**src/mhr_pkg.sv**
```systemverilog
/*
 * mhr_pkg: constants, types and register map of the message handshake reporter.
 * Assumes a single 100 MHz clock domain and a 32-bit Avalon-MM register bus.
 */
package mhr_pkg;

    localparam int unsigned MHR_AW          = 5;
    localparam logic [4:0]  MHR_OFS_CTRL    = 5'h00;
    localparam logic [4:0]  MHR_OFS_STATUS  = 5'h04;
    localparam logic [4:0]  MHR_OFS_IRQ_EN  = 5'h08;
    localparam logic [4:0]  MHR_OFS_IRQ_CLR = 5'h0C;
    localparam logic [4:0]  MHR_OFS_TXCNT   = 5'h10;

    localparam int unsigned MHR_CTRL_MODE   = 0;
    localparam int unsigned MHR_CTRL_POL    = 1;
    localparam int unsigned MHR_CTRL_ERRH   = 2;
    localparam logic [2:0]  MHR_CTRL_RST    = 3'h2;

    localparam int unsigned MHR_ST_BUSY     = 8;
    localparam int unsigned MHR_ST_SEQ      = 9;
    localparam int unsigned MHR_NIRQ        = 4;
    localparam int unsigned MHR_IRQ_BUSY    = 0;
    localparam int unsigned MHR_IRQ_READY   = 1;
    localparam int unsigned MHR_IRQ_TMO     = 2;
    localparam int unsigned MHR_IRQ_ERR     = 3;

    localparam logic [7:0]  MHR_XOFF        = 8'h13;
    localparam logic [7:0]  MHR_XON         = 8'h11;
    localparam logic [7:0]  MHR_ZERO        = 8'h30;
    localparam logic [9:0]  MHR_NUM_MAX     = 10'h3E7;
    localparam int unsigned MHR_NBYTES      = 5;

    typedef enum logic [3:0] {
        MHR_SRC_AUTO   = 4'h0,
        MHR_SRC_CHAIN  = 4'h1,
        MHR_SRC_DEF    = 4'h2,
        MHR_SRC_ERR    = 4'h3,
        MHR_SRC_INDEX  = 4'h4,
        MHR_SRC_LINK   = 4'h5,
        MHR_SRC_PORT   = 4'h6,
        MHR_SRC_PERIOD = 4'h7,
        MHR_SRC_QUEUE  = 4'h8,
        MHR_SRC_RESET  = 4'h9,
        MHR_SRC_TIMER  = 4'hA,
        MHR_SRC_UPDATE = 4'hB
    } mhr_src_t;

    typedef enum logic [2:0] {
        MHR_EV_REQ      = 3'h0,
        MHR_EV_DONE     = 3'h1,
        MHR_EV_ITEMWAIT = 3'h2,
        MHR_EV_SERTERM  = 3'h3,
        MHR_EV_PARFULL  = 3'h4,
        MHR_EV_TIMEOUT  = 3'h5,
        MHR_EV_ERROR    = 3'h6
    } mhr_ev_t;

    typedef struct packed {
        logic       valid;
        mhr_ev_t    kind;
        mhr_src_t   src;
        logic [9:0] num;
    } mhr_evt_t;

    typedef struct packed {
        logic              read;
        logic              write;
        logic [MHR_AW-1:0] address;
        logic [31:0]       writedata;
    } mhr_avm_t;

    typedef enum logic [1:0] {
        MHR_S_IDLE = 2'b01,
        MHR_S_SEND = 2'b10
    } mhr_state_t;

endpackage

```
**src/mhr_reporter.sv**
```systemverilog
/*
 * mhr_reporter: busy/ready handshake reporter of the message display.
 * Assumes the message engine presents one event at a time and holds it
 * until evt_ready; the serial transmitter takes a byte on tx_valid&tx_ready.
 */
// What this block does
// - one of two protocols selected by mode
// - send XOFF when busy, XON when ready
// - request sends XOFF, source letter, three digits
// - message finished sends XON
// - awaiting item without request string sends XON
// - serial item terminator received sends XOFF
// - parallel item byte count reached sends XOFF
// - port timeout sends XOFF on close
// - source letters a c d e i l m p q r t u
// - character mode always transmits error codes
// - linked message is just the next request event, nothing repeats
// - hardware mode pin follows busy and ready
// - positive logic conducts ready, negative conducts busy
// - pin busy on request, ready when done
// - pin ready when port item awaited
// - pin busy on terminator or byte count
`timescale 1ns/1ps

module mhr_reporter
    import mhr_pkg::*;
(
    input  wire logic        clk,
    input  wire logic        rstn,
    input  wire mhr_avm_t    avm,
    output logic             avm_waitrequest,
    output logic [31:0]      avm_readdata,
    input  wire mhr_evt_t    evt,
    output logic             evt_ready,
    output logic             tx_valid,
    output logic [7:0]       tx_data,
    input  wire logic        tx_ready,
    input  wire logic        pin_in,
    output logic             pin_out,
    output logic             pin_oe_n,
    output logic             irq
);

    typedef struct packed {
        mhr_state_t                    state;
        logic [2:0]                    ctrl;
        logic [MHR_NIRQ-1:0]           status;
        logic [MHR_NIRQ-1:0]           irq_en;
        logic                          irq;
        logic                          busy;
        logic                          pin_oe_n;
        logic [MHR_NBYTES-1:0][7:0]    bytes;
        logic [2:0]                    left;
        logic                          tx_valid;
        logic [7:0]                    tx_data;
        logic                          evt_ready;
        logic [31:0]                   txcnt;
        logic                          wait_n;
        logic [31:0]                   rdata;
    } mhr_regs_t;

    mhr_regs_t st_reg;
    mhr_regs_t st_next;

    // source letter lookup
    function automatic logic [7:0] src_char(input mhr_src_t s);
        case (s)
            MHR_SRC_AUTO:   src_char = 8'h61;
            MHR_SRC_CHAIN:  src_char = 8'h63;
            MHR_SRC_DEF:    src_char = 8'h64;
            MHR_SRC_ERR:    src_char = 8'h65;
            MHR_SRC_INDEX:  src_char = 8'h69;
            MHR_SRC_LINK:   src_char = 8'h6C;
            MHR_SRC_PORT:   src_char = 8'h6D;
            MHR_SRC_PERIOD: src_char = 8'h70;
            MHR_SRC_QUEUE:  src_char = 8'h71;
            MHR_SRC_RESET:  src_char = 8'h72;
            MHR_SRC_TIMER:  src_char = 8'h74;
            MHR_SRC_UPDATE: src_char = 8'h75;
            default:        src_char = 8'h3F;
        endcase
    endfunction

    // three ASCII digits, hundreds first; numbers above 999 are clamped
    function automatic logic [2:0][7:0] digits(input logic [9:0] n);
        logic [9:0] r;
        logic [3:0] h;
        logic [3:0] t;
        r = (n > MHR_NUM_MAX) ? MHR_NUM_MAX : n;
        h = 4'h0;
        t = 4'h0;
        for (int k = 0; k < 9; k++) begin
            if (r >= 10'd100) begin
                r = r - 10'd100;
                h = h + 4'h1;
            end
        end
        for (int k = 0; k < 9; k++) begin
            if (r >= 10'd10) begin
                r = r - 10'd10;
                t = t + 4'h1;
            end
        end
        digits[2] = MHR_ZERO + {4'h0, h};
        digits[1] = MHR_ZERO + {4'h0, t};
        digits[0] = MHR_ZERO + {4'h0, r[3:0]};
    endfunction

    logic       char_mode;
    logic       take_evt;
    logic       bus_go;
    logic [2:0] dig_unused;

    assign char_mode  = ~st_reg.ctrl[MHR_CTRL_MODE];
    assign take_evt   = evt.valid & st_reg.evt_ready;
    assign bus_go     = (avm.read | avm.write) & ~st_reg.wait_n;
    assign dig_unused = {pin_in, 2'b00};

    always_comb begin
        logic [2:0][7:0]       d;
        logic                  conduct;
        logic [MHR_NIRQ-1:0]   ev;
        logic [MHR_NIRQ-1:0]   clr;
        d       = digits(evt.num);
        conduct = 1'b0;
        ev      = '0;
        clr     = '0;
        st_next = st_reg;

        // bus slave: one wait cycle, then a single-cycle answer
        st_next.wait_n = bus_go;
        if (bus_go && avm.read) begin
            case (avm.address)
                MHR_OFS_CTRL:   st_next.rdata = {29'h0, st_reg.ctrl};
                MHR_OFS_STATUS: st_next.rdata = {22'h0, (st_reg.state == MHR_S_SEND),
                                                 st_reg.busy, 4'h0, st_reg.status};
                MHR_OFS_IRQ_EN: st_next.rdata = {28'h0, st_reg.irq_en};
                MHR_OFS_TXCNT:  st_next.rdata = st_reg.txcnt;
                default:        st_next.rdata = 32'h0000_0000;
            endcase
        end
        if (avm.write && st_reg.wait_n) begin
            case (avm.address)
                MHR_OFS_CTRL:    st_next.ctrl   = avm.writedata[2:0];
                MHR_OFS_IRQ_EN:  st_next.irq_en = avm.writedata[MHR_NIRQ-1:0];
                MHR_OFS_IRQ_CLR: clr            = avm.writedata[MHR_NIRQ-1:0];
                default:         ;
            endcase
        end

        // event acceptance; bytes load with the last to send at index 0
        if (take_evt) begin
            st_next.left = 3'd0;
            case (evt.kind)
                MHR_EV_REQ: begin
                    st_next.busy  = 1'b1;
                    st_next.bytes = {MHR_XOFF, src_char(evt.src), d};
                    st_next.left  = 3'd5;
                end
                MHR_EV_DONE, MHR_EV_ITEMWAIT: begin
                    st_next.busy     = 1'b0;
                    st_next.bytes[0] = MHR_XON;
                    st_next.left     = 3'd1;
                end
                MHR_EV_SERTERM, MHR_EV_PARFULL, MHR_EV_TIMEOUT: begin
                    st_next.busy     = 1'b1;
                    st_next.bytes[0] = MHR_XOFF;
                    st_next.left     = 3'd1;
                    ev[MHR_IRQ_TMO]  = (evt.kind == MHR_EV_TIMEOUT);
                end
                MHR_EV_ERROR: begin
                    // error codes go out regardless of the error-handling bit
                    st_next.bytes[3:0] = {src_char(MHR_SRC_ERR), d};
                    st_next.left       = 3'd4;
                    ev[MHR_IRQ_ERR]    = 1'b1;
                end
                default: ;
            endcase
            // in hardware mode nothing goes out on the serial line
            if (!char_mode) begin
                st_next.left = 3'd0;
            end
            ev[MHR_IRQ_BUSY]  = st_next.busy & ~st_reg.busy;
            ev[MHR_IRQ_READY] = ~st_next.busy & st_reg.busy;
        end

        // byte sequencer; a linked message is just the next request event
        case (st_reg.state)
            MHR_S_IDLE: begin
                if (take_evt && st_next.left != 3'd0) begin
                    st_next.state     = MHR_S_SEND;
                    st_next.evt_ready = 1'b0;
                end else begin
                    st_next.evt_ready = 1'b1;
                end
            end
            MHR_S_SEND: begin
                if (!st_reg.tx_valid || tx_ready) begin
                    if (st_reg.tx_valid) begin
                        st_next.txcnt = st_reg.txcnt + 32'h0000_0001;
                    end
                    if (st_reg.left == 3'd0) begin
                        st_next.tx_valid  = 1'b0;
                        st_next.state     = MHR_S_IDLE;
                        st_next.evt_ready = 1'b1;
                    end else begin
                        st_next.tx_valid = 1'b1;
                        st_next.tx_data  = st_reg.bytes[st_reg.left - 3'd1];
                        st_next.left     = st_reg.left - 3'd1;
                    end
                end
            end
            default: begin
                st_next.state     = MHR_S_IDLE;
                st_next.tx_valid  = 1'b0;
                st_next.evt_ready = 1'b1;
            end
        endcase

        // open-collector pin, only in hardware mode
        if (!char_mode) begin
            conduct = st_reg.ctrl[MHR_CTRL_POL] ? ~st_next.busy : st_next.busy;
        end
        st_next.pin_oe_n = ~conduct;

        // sticky status: a new event beats a clear in the same cycle
        st_next.status = (st_reg.status & ~clr) | ev;
        st_next.irq    = |(st_next.status & st_next.irq_en);
    end

    always_ff @(posedge clk) begin
        if (!rstn) begin
            st_reg           <= '0;
            st_reg.state     <= MHR_S_IDLE;
            st_reg.ctrl      <= MHR_CTRL_RST;
            st_reg.pin_oe_n  <= 1'b1;
            st_reg.evt_ready <= 1'b1;
        end else begin
            st_reg <= st_next;
        end
    end

    assign avm_waitrequest = ~st_reg.wait_n;
    assign avm_readdata    = st_reg.rdata;
    assign evt_ready       = st_reg.evt_ready;
    assign tx_valid        = st_reg.tx_valid;
    assign tx_data         = st_reg.tx_data;
    assign pin_out         = dig_unused[0] & 1'b0;
    assign pin_oe_n        = st_reg.pin_oe_n;
    assign irq             = st_reg.irq;

endmodule

```
**config.mk**
```make
export PLATFORM = sky130hd
export DESIGN_NAME = mhr_reporter
export DESIGN_NICKNAME = d
export VERILOG_FILES = /design/src/mhr_pkg.sv /design/src/mhr_reporter.sv
export SDC_FILE = /design/constraint.sdc
export NUM_CORES = 1
export LEC_CHECK = 0
export BUFFER_PORTS_ARGS = -buffer_cell sky130_fd_sc_hd__buf_2
export CAP_MARGIN = 20
export CELL_PAD_IN_SITES_DETAIL_PLACEMENT = 1
export CELL_PAD_IN_SITES_GLOBAL_PLACEMENT = 1
export CORE_ASPECT_RATIO = 0.8
export CORE_MARGIN = 2
export CORE_UTILIZATION = 48
export CTS_BUF_LIST = sky130_fd_sc_hd__clkbuf_8
export DETAILED_ROUTE_END_ITERATION = 16
export MAX_ROUTING_LAYER = met4
export PLACE_DENSITY = 0.89
export SYNTH_ARGS = -nofsm -noshare
export SYNTH_HDL_FRONTEND = slang
export SYNTH_SLANG_ARGS = --single-unit
```
**constraint.sdc**
```tcl
create_clock -name clk -period 32.3 [get_ports clk]
set_input_delay 1.615 -clock clk [delete_from_list [all_inputs] [get_ports clk]]
set_output_delay 1.615 -clock clk [all_outputs]
set_load 0.02 [all_outputs]
```
---- Word-level counts from Yosys, hierarchy flattened ----
Memories as Yosys holds them, arrays and structs flattened.
Cells that the tools add are included.
storage, ports and cells
  memory bits (read-only) ................. 96
  memories ................................ 1
  bits of input ports ..................... 61
  flip-flop bits (word level) ............. 127
memories
  name              words  bits a word  read ports  clocked after Yosys merged registers in  wr ports  RTL line            text
  (name not given)  16     6            1           0                                        0         mhr_reporter.sv:67  case (s)
operators by class
  magnitude comparators ................... 20
  reduce and logical (&&, ||, !) cells .... 24
  equal/unequal tests ..................... 15
  bitwise operators ....................... 16
  add/sub/neg operators ................... 39
  multiplexer cells ....................... 70
operators by type and width
  operator                 count
  $mux W10                 18
  $pmux W32 S4             1
  $ge A10 B4 Y1 const B    9
  $ge A10 B7 Y1 const B    9
  $sub A10 B7 Y10 const B  9
  $mux W4                  22
  $sub A10 B4 Y10 const B  8
  $add A4 B1 Y4 const B    16
  $pmux W24 S2             1
  $mux W45                 1
  $pmux W11 S4             1
  $add A32 B1 Y32 const B  1
  $mux W32                 1
  $bmux W8 S3              1
  $add A6 B4 Y7 const A    3
  $mux W8                  2
  $mux W3                  4
  $reduce_and A2 Y1        6
  $mux W1                  11
  $eq A5 B4 Y1 const B     2
  $gt A10 B10 Y1 const B   1
  $eq A3 B3 Y1 const B     3
  $reduce_and A3 Y1        3
  $and A4 B4 Y4            2
  30 further kinds         49

---- Longest topological paths before layout ----
Gate-level depths: netlist (run 1).
  word-level depth ........................ 46
  depth in mapped cells ................... 130

---- Worst setup path before layout (run 1) ----
Ideal clock, no wire load.
  path type ............................... input -> register
  start ................................... input evt[7] in the netlist's numbering
  end ..................................... register st_reg[89] in the netlist's numbering
  setup slack ............................. 8.134 ns
  data required time ...................... 32.185 ns
  arrival ................................. 24.051 ns
  stages .................................. 115
  cells stage by stage .................... buf_4 nand3_1 nor3_1 nor2_1 ha_1 nand2b_1 buf_4 a21oi_4 o21a_1 or2_2 ha_1 o211ai_1 a41oi_2 o21ai_2 inv_2 xnor2_1 inv_1 ha_1 (+79 left out) nand3_2 nor2_2 mux2_2 ha_1 nand2_1 o2111ai_2 xnor2_1 inv_1 ha_1 o21a_1 o21ai_1 and4_4 o211ai_2 a31o_1 a21oi_2 xnor2_1 o21ai_1 and2_1
between the ends
  longest elaborated chain between the ends .. 40
ends and longest elaborated chain
  item                                                     RTL line                                 text
  start, declared                                          mhr_reporter.sv:33                       input wire mhr_evt_t evt,
  $gt A10 B10 Y1                                           mhr_reporter.sv:89                       r = (n > MHR_NUM_MAX) ? MHR_NUM_MAX : n;
  $mux W10 (*)                                             mhr_reporter.sv:89
  $sub A10 B7 Y10 / $ge A10 B7 Y1 (equally long branches)  mhr_reporter.sv:94, mhr_reporter.sv:93
  $mux W10 (*)                                             mhr_reporter.sv:93                       if (r >= 10'd100) begin
  $sub A10 B7 Y10 / $ge A10 B7 Y1 (equally long branches)  mhr_reporter.sv:94, mhr_reporter.sv:93
  $mux W10 (*)                                             mhr_reporter.sv:93
  $sub A10 B7 Y10 / $ge A10 B7 Y1 (equally long branches)  mhr_reporter.sv:94, mhr_reporter.sv:93
  $mux W10 (*)                                             mhr_reporter.sv:93
  (+24 left out)                                           -
  $sub A10 B4 Y10 (tied with other cells)                  mhr_reporter.sv:100                      r = r - 10'd10;
  $mux W10 / $mux W4 (equally long branches)               mhr_reporter.sv:99                       if (r >= 10'd10) begin
  $sub A10 B4 Y10 (tied with other cells)                  mhr_reporter.sv:100
  $mux W10 / $mux W4 (equally long branches)               mhr_reporter.sv:99
  $ge A10 B4 Y1 / $add A4 B1 Y4 (equally long branches)    mhr_reporter.sv:99, mhr_reporter.sv:101
  $mux W4 (*)                                              mhr_reporter.sv:99
  $add A6 B4 Y7 (*)                                        mhr_reporter.sv:105                      digits[1] = MHR_ZERO + {4'h0, t};
  $pmux W24 S2 (*)                                         mhr_reporter.sv:154                      case (evt.kind)
  end signal, assigned                                     mhr_reporter.sv:239                      st_reg <= st_next;
  end, declared                                            mhr_reporter.sv:62                       mhr_regs_t st_reg;
Mark *: on every way between the ends. The rest lies on a longest branch, timed or not. The select of a mux whose other input is x is not followed.
A chain may end at the register's enable or synchronous reset.

---- Worst setup path in the final report (run 1) ----
  start ................................... input evt[5] in the netlist's numbering
  end ..................................... register st_reg[88] in the netlist's numbering
The elaborated chain is that of the path after synthesis.

==> run metrics, run 1 <==
Clock Tree Buf Depth 2; Post-synth top flop dfxtp_1; initial antenna violation count 3; Syn Area/Cell 7.928 µm²; adder-cell area share of the yosys netlist 4.994%; Layout area overhead 3.659%; count of pins over their slew limit 0; RSZ-0062 raised after global routing false; Cells after Synth 1833; top area cells in the synthesized netlist dfxtp_1, xnor2_1, ha_1, nand2_1, nand3_1; WS Path Type primary input to flip-flop; CP endpoint kind flip-flop; total of max-cap violations 0; Core Area a little under 30000 µm²; Mapped Nets 1952; Slew headroom between 30% and 40%; CP Launch Type primary input; max reg flops 72; drt wl/cell 20.90 µm; final hold viol count 0; outcome completed; number of synthesis warnings 0; DR vias 14523; IO buf count 76; largest net degree at the start of global routing 118; Die X a little under 200 µm; mux cell area share after synthesis 5.071%; CTS tree done; Boundary Pins 107; Synth cell types 158; Crit-path slowest cell or4_1; sequential fraction of the synthesis area 15.98%; DR vias/cell 6.498; setup bufs post-CTS 0; Iter 0 DRT Violations 1115; Final min period 30240 ps; Fmax 33.07 MHz; clock-pin slew on the worst setup and hold paths 70 ps; Crit Path Max Fanout 21; DPL Wire Length 33800 µm; Starting Density 49.15%; worst skew pair latency 450 ps; CP arrival 30580 ps; Critical Path RT 32640 ps; Pre-antenna DRT Iters 6; hold_buf cts 0; post-synth top area share 15.98%; skew final between 8 and 9 ps; GRT Util Overall 29.74%; Hold Path Class flip-flop to flip-flop; Root Buffer clkbuf_8; Worst path max stage delay ~710 ps; Remaining Overflow, GRT 0; most used cell along the critical path ha_1; XOR/XNOR share of the synthesized area 7.680%; Tcrit/Tclk final 93.62%; Setup TNS 0 ps; first-pass GRT wire length 76360 µm; Synth Area in Compound Gates 32.16%; mapped cell area roughly 15000 µm²; vias in the first global route 14679; Post-DRT Antenna Nets 0; Slew @ Worst Pin 1000 ps; ys async rst share 0%; final wirelength 46710 µm; Post-Synth Simple-Gate Area 26.78%; row cnt 56; #FFs+latches synth 116; EDFF count, synth 0; ratio of cells with drive above 1 in the final layout 18.13%; largest area contributor in the netlist dfxtp_1; Die H 159.6 µm; Final #Nets 1933; final setup violation count 0; largest family of logic cells by synthesized area compound AO/OA/AOI/OAI gates; Die ar. between 30000 and 40000 µm²; post_cts resized 0; TritonCTS buffer count 17; clk sink count 116; Final Wtd Congestion between 0.9 and 1; detailed-route DRC error count 0; number of H-tree levels 4
-- routing by layer --
layer  track usage, %  vias up  share of wire, %
li1                 -     6770                 -
met1            39.06     7211                46
met2            47.94      452                46
met3            3.801       90               5.1
met4            8.311        0               2.2
met5                -        -                 0
-- synth_stat cells, drive strengths merged (43+ instances only) --
library cell and instances:
nand2 191, nand3 101, buf 88, o21ai 110, ha 58, nor2 101, xnor2 96, a21oi 93
dfxtp 116, nor3 43, and2 75, inv 61
-- cell usage in the layout (no fill, tap or decap), types with 24 or more instances in the layout --
cell,Yosys,layout
o21ai_0,76,76
xnor2_1,93,93
inv_1,57,60
ha_1,58,58
buf_2,7,76
dfxtp_1,116,116
nor2_1,96,96
nand4_1,26,26
a21boi_0,36,36
and2_1,60,60
nand3_1,97,97
nor2b_1,31,30
nor3_1,40,40
a21oi_1,80,80
a211oi_1,24,24
nand2_1,184,184
o21ai_1,24,24
mux2i_1,34,34
-- logic make-up (layout without fill, tap and decap cells) --
logic type,Yosys count,in the layout
simple gates,714,714
compound gates,577,577
buf+inv,182,175
xor+xnor,121,121
flops,116,116
mux,64,64
fa+ha+maj,58,58
other cells,1,4
-- worst max-delay path, delay by kind of cell --
kind / cells / cell delay [ps]
xor+xnor: 9 / 2580
fa+ha+maj: 16 / 4100
buf+inv: 14 / 1970
simple gates: 37 / 9530
compound gates: 35 / 9430
mux: 3 / 1250
-- path summary, 6_finish.rpt --
path	endpoint	startpoint	depth (start not counted)	slack, ps
setup reg to reg	st_reg[61]	st_reg[36]	15	28340
hold / removal	avm_readdata[12]	avm_readdata[12]	2	470
hold reg to reg	avm_readdata[12]	avm_readdata[12]	2	470
setup / recovery	st_reg[88]	evt[5]	114	2060
-- area by class of cell --
type,instances,area [µm²]
antenna,3,7.507
clock buffer,20,275.3
clock inverter,11,112.6
fill,3692,14500
inverter,61,229.0
multi-input combinational,1535,11150
sequential,116,2322
tap,406,508.0
timing repair buffer,83,460.4
-- stage by stage --
step | instances | util (%) | setup WS (ps) | area, µm² | hold slack [ps]
after global routing | 2235 | 50.95 | 2.508 | 15060 | 487.9
final | 2235 | 50.95 | 2062 | 15060 | 466.2
after detailed placement | 2199 | 49.47 | 2594 | 14630 | 453.6
after CTS | 2230 | 50.78 | 2696 | 15010 | 468.9
after global placement | 2199 | 49.47 | 3796 | 14630 | 448.6
after floorplan | 1833 | - | 8134 | 14530 | 412.8
Power of run 1 is left out: the tool's default activity adds up to more than one toggle a clock period on the data nets, which glitch-free logic cannot reach.
==> run 2: changes to the inputs <==
Settings changed: CORE_UTILIZATION 48 to 40, CTS_CLUSTER_SIZE from default to 12, PLACE_DENSITY 0.89 to 0.77.
==> run metrics, run 2 (synthesis gave the netlist of run 1 again) <==
outcome completed; most used cell along the critical path ha_1; Setup TNS 0 ps; TritonCTS buffer count 17; CP Launch Type primary input; Clock Tree Buf Depth 2; Final Wtd Congestion 0.9225; drt wl/cell around 19 µm; Register-to-Register Setup Slack 28770 ps; DR vias/cell 6.117; final setup violation count 0; Starting Density 40.55%; WS Path Type primary input to flip-flop; DR vias 14118; Final #Nets 1933; Crit-path slowest cell or4_1; Iter 0 DRT Violations 1053; FF-to-FF Start st_reg[36]; skew final between 10 and 15 ps; first-pass GRT wire length between 70000 and 80000 µm; hold_buf cts 0; detailed-route DRC error count 0; Core Area 35840 µm²; max reg flops 72; Die H 174.5 µm; end of the worst hold path avm_readdata[15]; clock-pin slew on the worst setup and hold paths 70 ps; CP arrival 30030 ps; Boundary Pins 107; Pre-antenna DRT Iters 5; GRT Util Overall between 20% and 30%; Crit Path Max Fanout 21; final hold viol count 0; CP endpoint kind flip-flop; setup bufs post-CTS 0; worst skew pair latency 440 ps; vias in the first global route ~14000; worst r2r dst st_reg[64]; final wirelength 43350 µm; hold depth 2; Tcrit/Tclk final about nine tenths; reg2reg path depth 15; clk sink count 116; commonest non-fill, non-tap cell in the layout nand2_1; number of H-tree levels 4; Worst path max stage delay 700 ps; row cnt 62; Remaining Overflow, GRT 0; Critical Path RT 32630 ps; IO buf count 76; DPL Wire Length 33890 µm; ratio of cells with drive above 1 in the final layout ~18%; total of max-cap violations 0; post_cts resized 0; Hold Path Class flip-flop to flip-flop; Layout area overhead 4.675%; Fmax 33.67 MHz; fill cell count 4456; count of pins over their slew limit 0; CTS tree done; Root Buffer clkbuf_8; RSZ-0062 raised after global routing false; initial antenna violation count 1; Final min period between 20000 and 30000 ps; Hold Crit Start avm_readdata[15]; Post-DRT Antenna Nets 0; Die ar. 37880 µm²; Slew headroom 34.52%; largest net degree at the start of global routing 118; commonest cells after routing, fill and taps aside nand2_1, dfxtp_1, nand3_1; Die X 217.1 µm; Slew @ Worst Pin 973.9 ps
[run 2: worst max path at each step]
stage / from / end / slack, ps
after global placement: evt[5] / st_reg[88] / 3240
after floorplan: evt[7] / st_reg[89] / 8130
after global routing: evt[5] / st_reg[88] / 180
after CTS: evt[5] / st_reg[87] / 2670
final: evt[5] / st_reg[87] / 2600
after detailed placement: evt[5] / st_reg[88] / 2370
[run 2: per-stage QoR]
step / cells / cell area (µm²) / hold WS [ps] / utilization (%) / worst slack, ps
finish: 2308 / 15210 / 463.0 / 42.45 / 2602
global route: 2308 / 15210 / 491.9 / 42.45 / 184.8
CTS: 2304 / 15130 / 468.6 / 42.21 / 2672
detailed placement: 2272 / 14710 / 458.0 / 41.05 / 2368
global placement: 2272 / 14710 / 450.8 / 41.05 / 3242
floorplan: 1833 / 14530 / 412.8 / - / 8134
[run 2: routing by layer]
layer	GRT usage (%)	up-vias	wire (µm)
met5	-	-	0
met4	4.281	0	444
met3	2.467	36	1743
met2	36.61	339	19820
met1	32.62	6969	21340
li1	-	6774	-
[run 2: cell type report]
class	count	area, µm²	area share [%]
Multi-Input combinational cell	1535	11160	73.36
Clock inverter	13	156.4	1.028
Timing Repair Buffer	83	480.5	3.158
Clock buffer	19	261.5	1.719
Sequential cell	116	2322	15.27
Tap cell	480	600.6	3.948
Inverter	61	229.0	1.505
Antenna cell	1	2.502	0.01645
[run 2: worst max-delay path, delay by kind of cell]
kind            cells  cell delay, ps
xor+xnor            8            2010
mux                 5            1940
simple gates       37            9470
buf+inv            14            1880
compound gates     33            9170
fa+ha+maj          16            3850
Power of run 2 is left out for the same reason.
==> run 3: changes to the inputs <==
Settings changed: CORE_MARGIN 2 to default, RECOVER_POWER from default to 50.
==> run metrics, run 3 (synthesis gave the netlist of run 1 again) <==
outcome completed; row cnt 62; most used cell along the critical path ha_1; CP arrival 30310 ps; Worst path max stage delay 710 ps; Layout Cells excl Fill 2311; TritonCTS buffer count 17; Final Util 42.19%; Final Wtd Congestion about 0.9; Die ar. 37100 µm²; Die H approximately 170 µm; Core Area approximately 36000 µm²; Setup TNS 0 ps; Post-DRT Antenna Nets 0; Critical Path RT 32630 ps; skew final 19.82 ps; Crit Path Max Fanout 21; setup bufs post-CTS 0; Slew @ Worst Pin 1220 ps; Placed Cells 2273; clock-pin slew on the worst setup and hold paths 70 ps; Starting Density 40.55%; final wirelength ~43000 µm; DPL Wire Length 33420 µm; commonest cells after routing, fill and taps aside nand2_1, dfxtp_1, nand3_1; Pre-antenna DRT Iters 5; Layout area overhead 4.055%; CTS tree done; GRT Util Overall between 20% and 30%; Root Buffer clkbuf_8; DR vias 14076; Crit-path slowest cell or4_1; first-pass GRT wire length roughly 70000 µm; Hold Path Class flip-flop to flip-flop; detailed-route DRC error count 0; final hold viol count 0; CP Launch Type primary input; worst skew pair latency 450 ps; max reg flops around 70; largest net degree at the start of global routing 118; Clock Tree Buf Depth 2; count of pins over their slew limit 0; Multi-input gate area 11160 µm²; vias in the first global route 13715; number of H-tree levels 4; total of max-cap violations 0; IO buf count 76; Sequential Area 2322 µm²; final setup violation count 0; drt wl/cell 18.55 µm; Final min period 29980 ps; Iter 0 DRT Violations 944; Boundary Pins between 100 and 150; CP endpoint kind flip-flop; Slew headroom 18.69%; RSZ-0062 raised after global routing false; WS Path Type primary input to flip-flop; Fmax 33.35 MHz; Die X 215.1 µm; clk sink count 116; Tcrit/Tclk final 92.82%; DR vias/cell 6.091; initial antenna violation count 4; commonest non-fill, non-tap cell in the layout nand2_1; Remaining Overflow, GRT 0; ratio of cells with drive above 1 in the final layout roughly 16%; fill cell count 4431; Final #Nets 1933
-- run 3: cell types whose count changed in the layout (fill, tap and decap cells not counted), sizes merged --
cell / before / now
clkbuf: 19 / 55
buf: 83 / 48
clkinv: 3 / 7
clkinvlp: 4 / 0
diode: 1 / 4
bufinv: 3 / 2
-- run 3: stage by stage --
step	setup slack, ps	area [µm²]	hold WS (ps)
floorplan	8134	14530	412.8
global route	4.235	15120	498.0
global placement	3274	14710	447.6
finish	2319	15120	464.0
detailed placement	2270	14740	458.2
CTS	2576	15130	465.6
-- run 3: cell type report --
type,instances,area share [%]
Multi-Input combinational cell,1535,73.78
Clock buffer,20,1.820
Antenna cell,4,0.06619
Tap cell,480,3.972
Timing Repair Buffer,83,2.739
Sequential cell,116,15.36
Inverter,61,1.514
Clock inverter,12,0.7529
-- run 3: worst paths after layout --
check | startpoint | endpoint | slack, ps | cells after the start
max | evt[5] | st_reg[88] | 2320 | 114
min reg2reg | avm_readdata[13] | avm_readdata[13] | 460 | 2
min | avm_readdata[13] | avm_readdata[13] | 460 | 2
max reg2reg | st_reg[36] | st_reg[62] | 28770 | 15
-- run 3: routing by layer --
metal / track usage (%) / vias to the layer above / share of wire [%]
met5: - / - / 0
met1: 31.74 / 6920 / 49
met2: 37.16 / 328 / 45
met4: 4.749 / 0 / 1.1
met3: 2.744 / 41 / 4.2
li1: - / 6787 / -
-- run 3: timing repair --
action	in CTS	in global routing
endpoints found under the setup margin	0	6
gates resized for setup	0	1
hold buffers	0	0
hold endpoints to repair	0	0
-- run 3: worst max-delay path: cells and delay by family --
kind                       cells  cell delay [ps]
xor gates and xnor gates       9             2240
AOI/OAI and AO/OA             32             8970
and+or+nand+nor               39            10000
adders and majority gates     16             3840
muxes                          4             1650
buffers and inverters         14             1940
Power of run 3 is left out for the same reason.
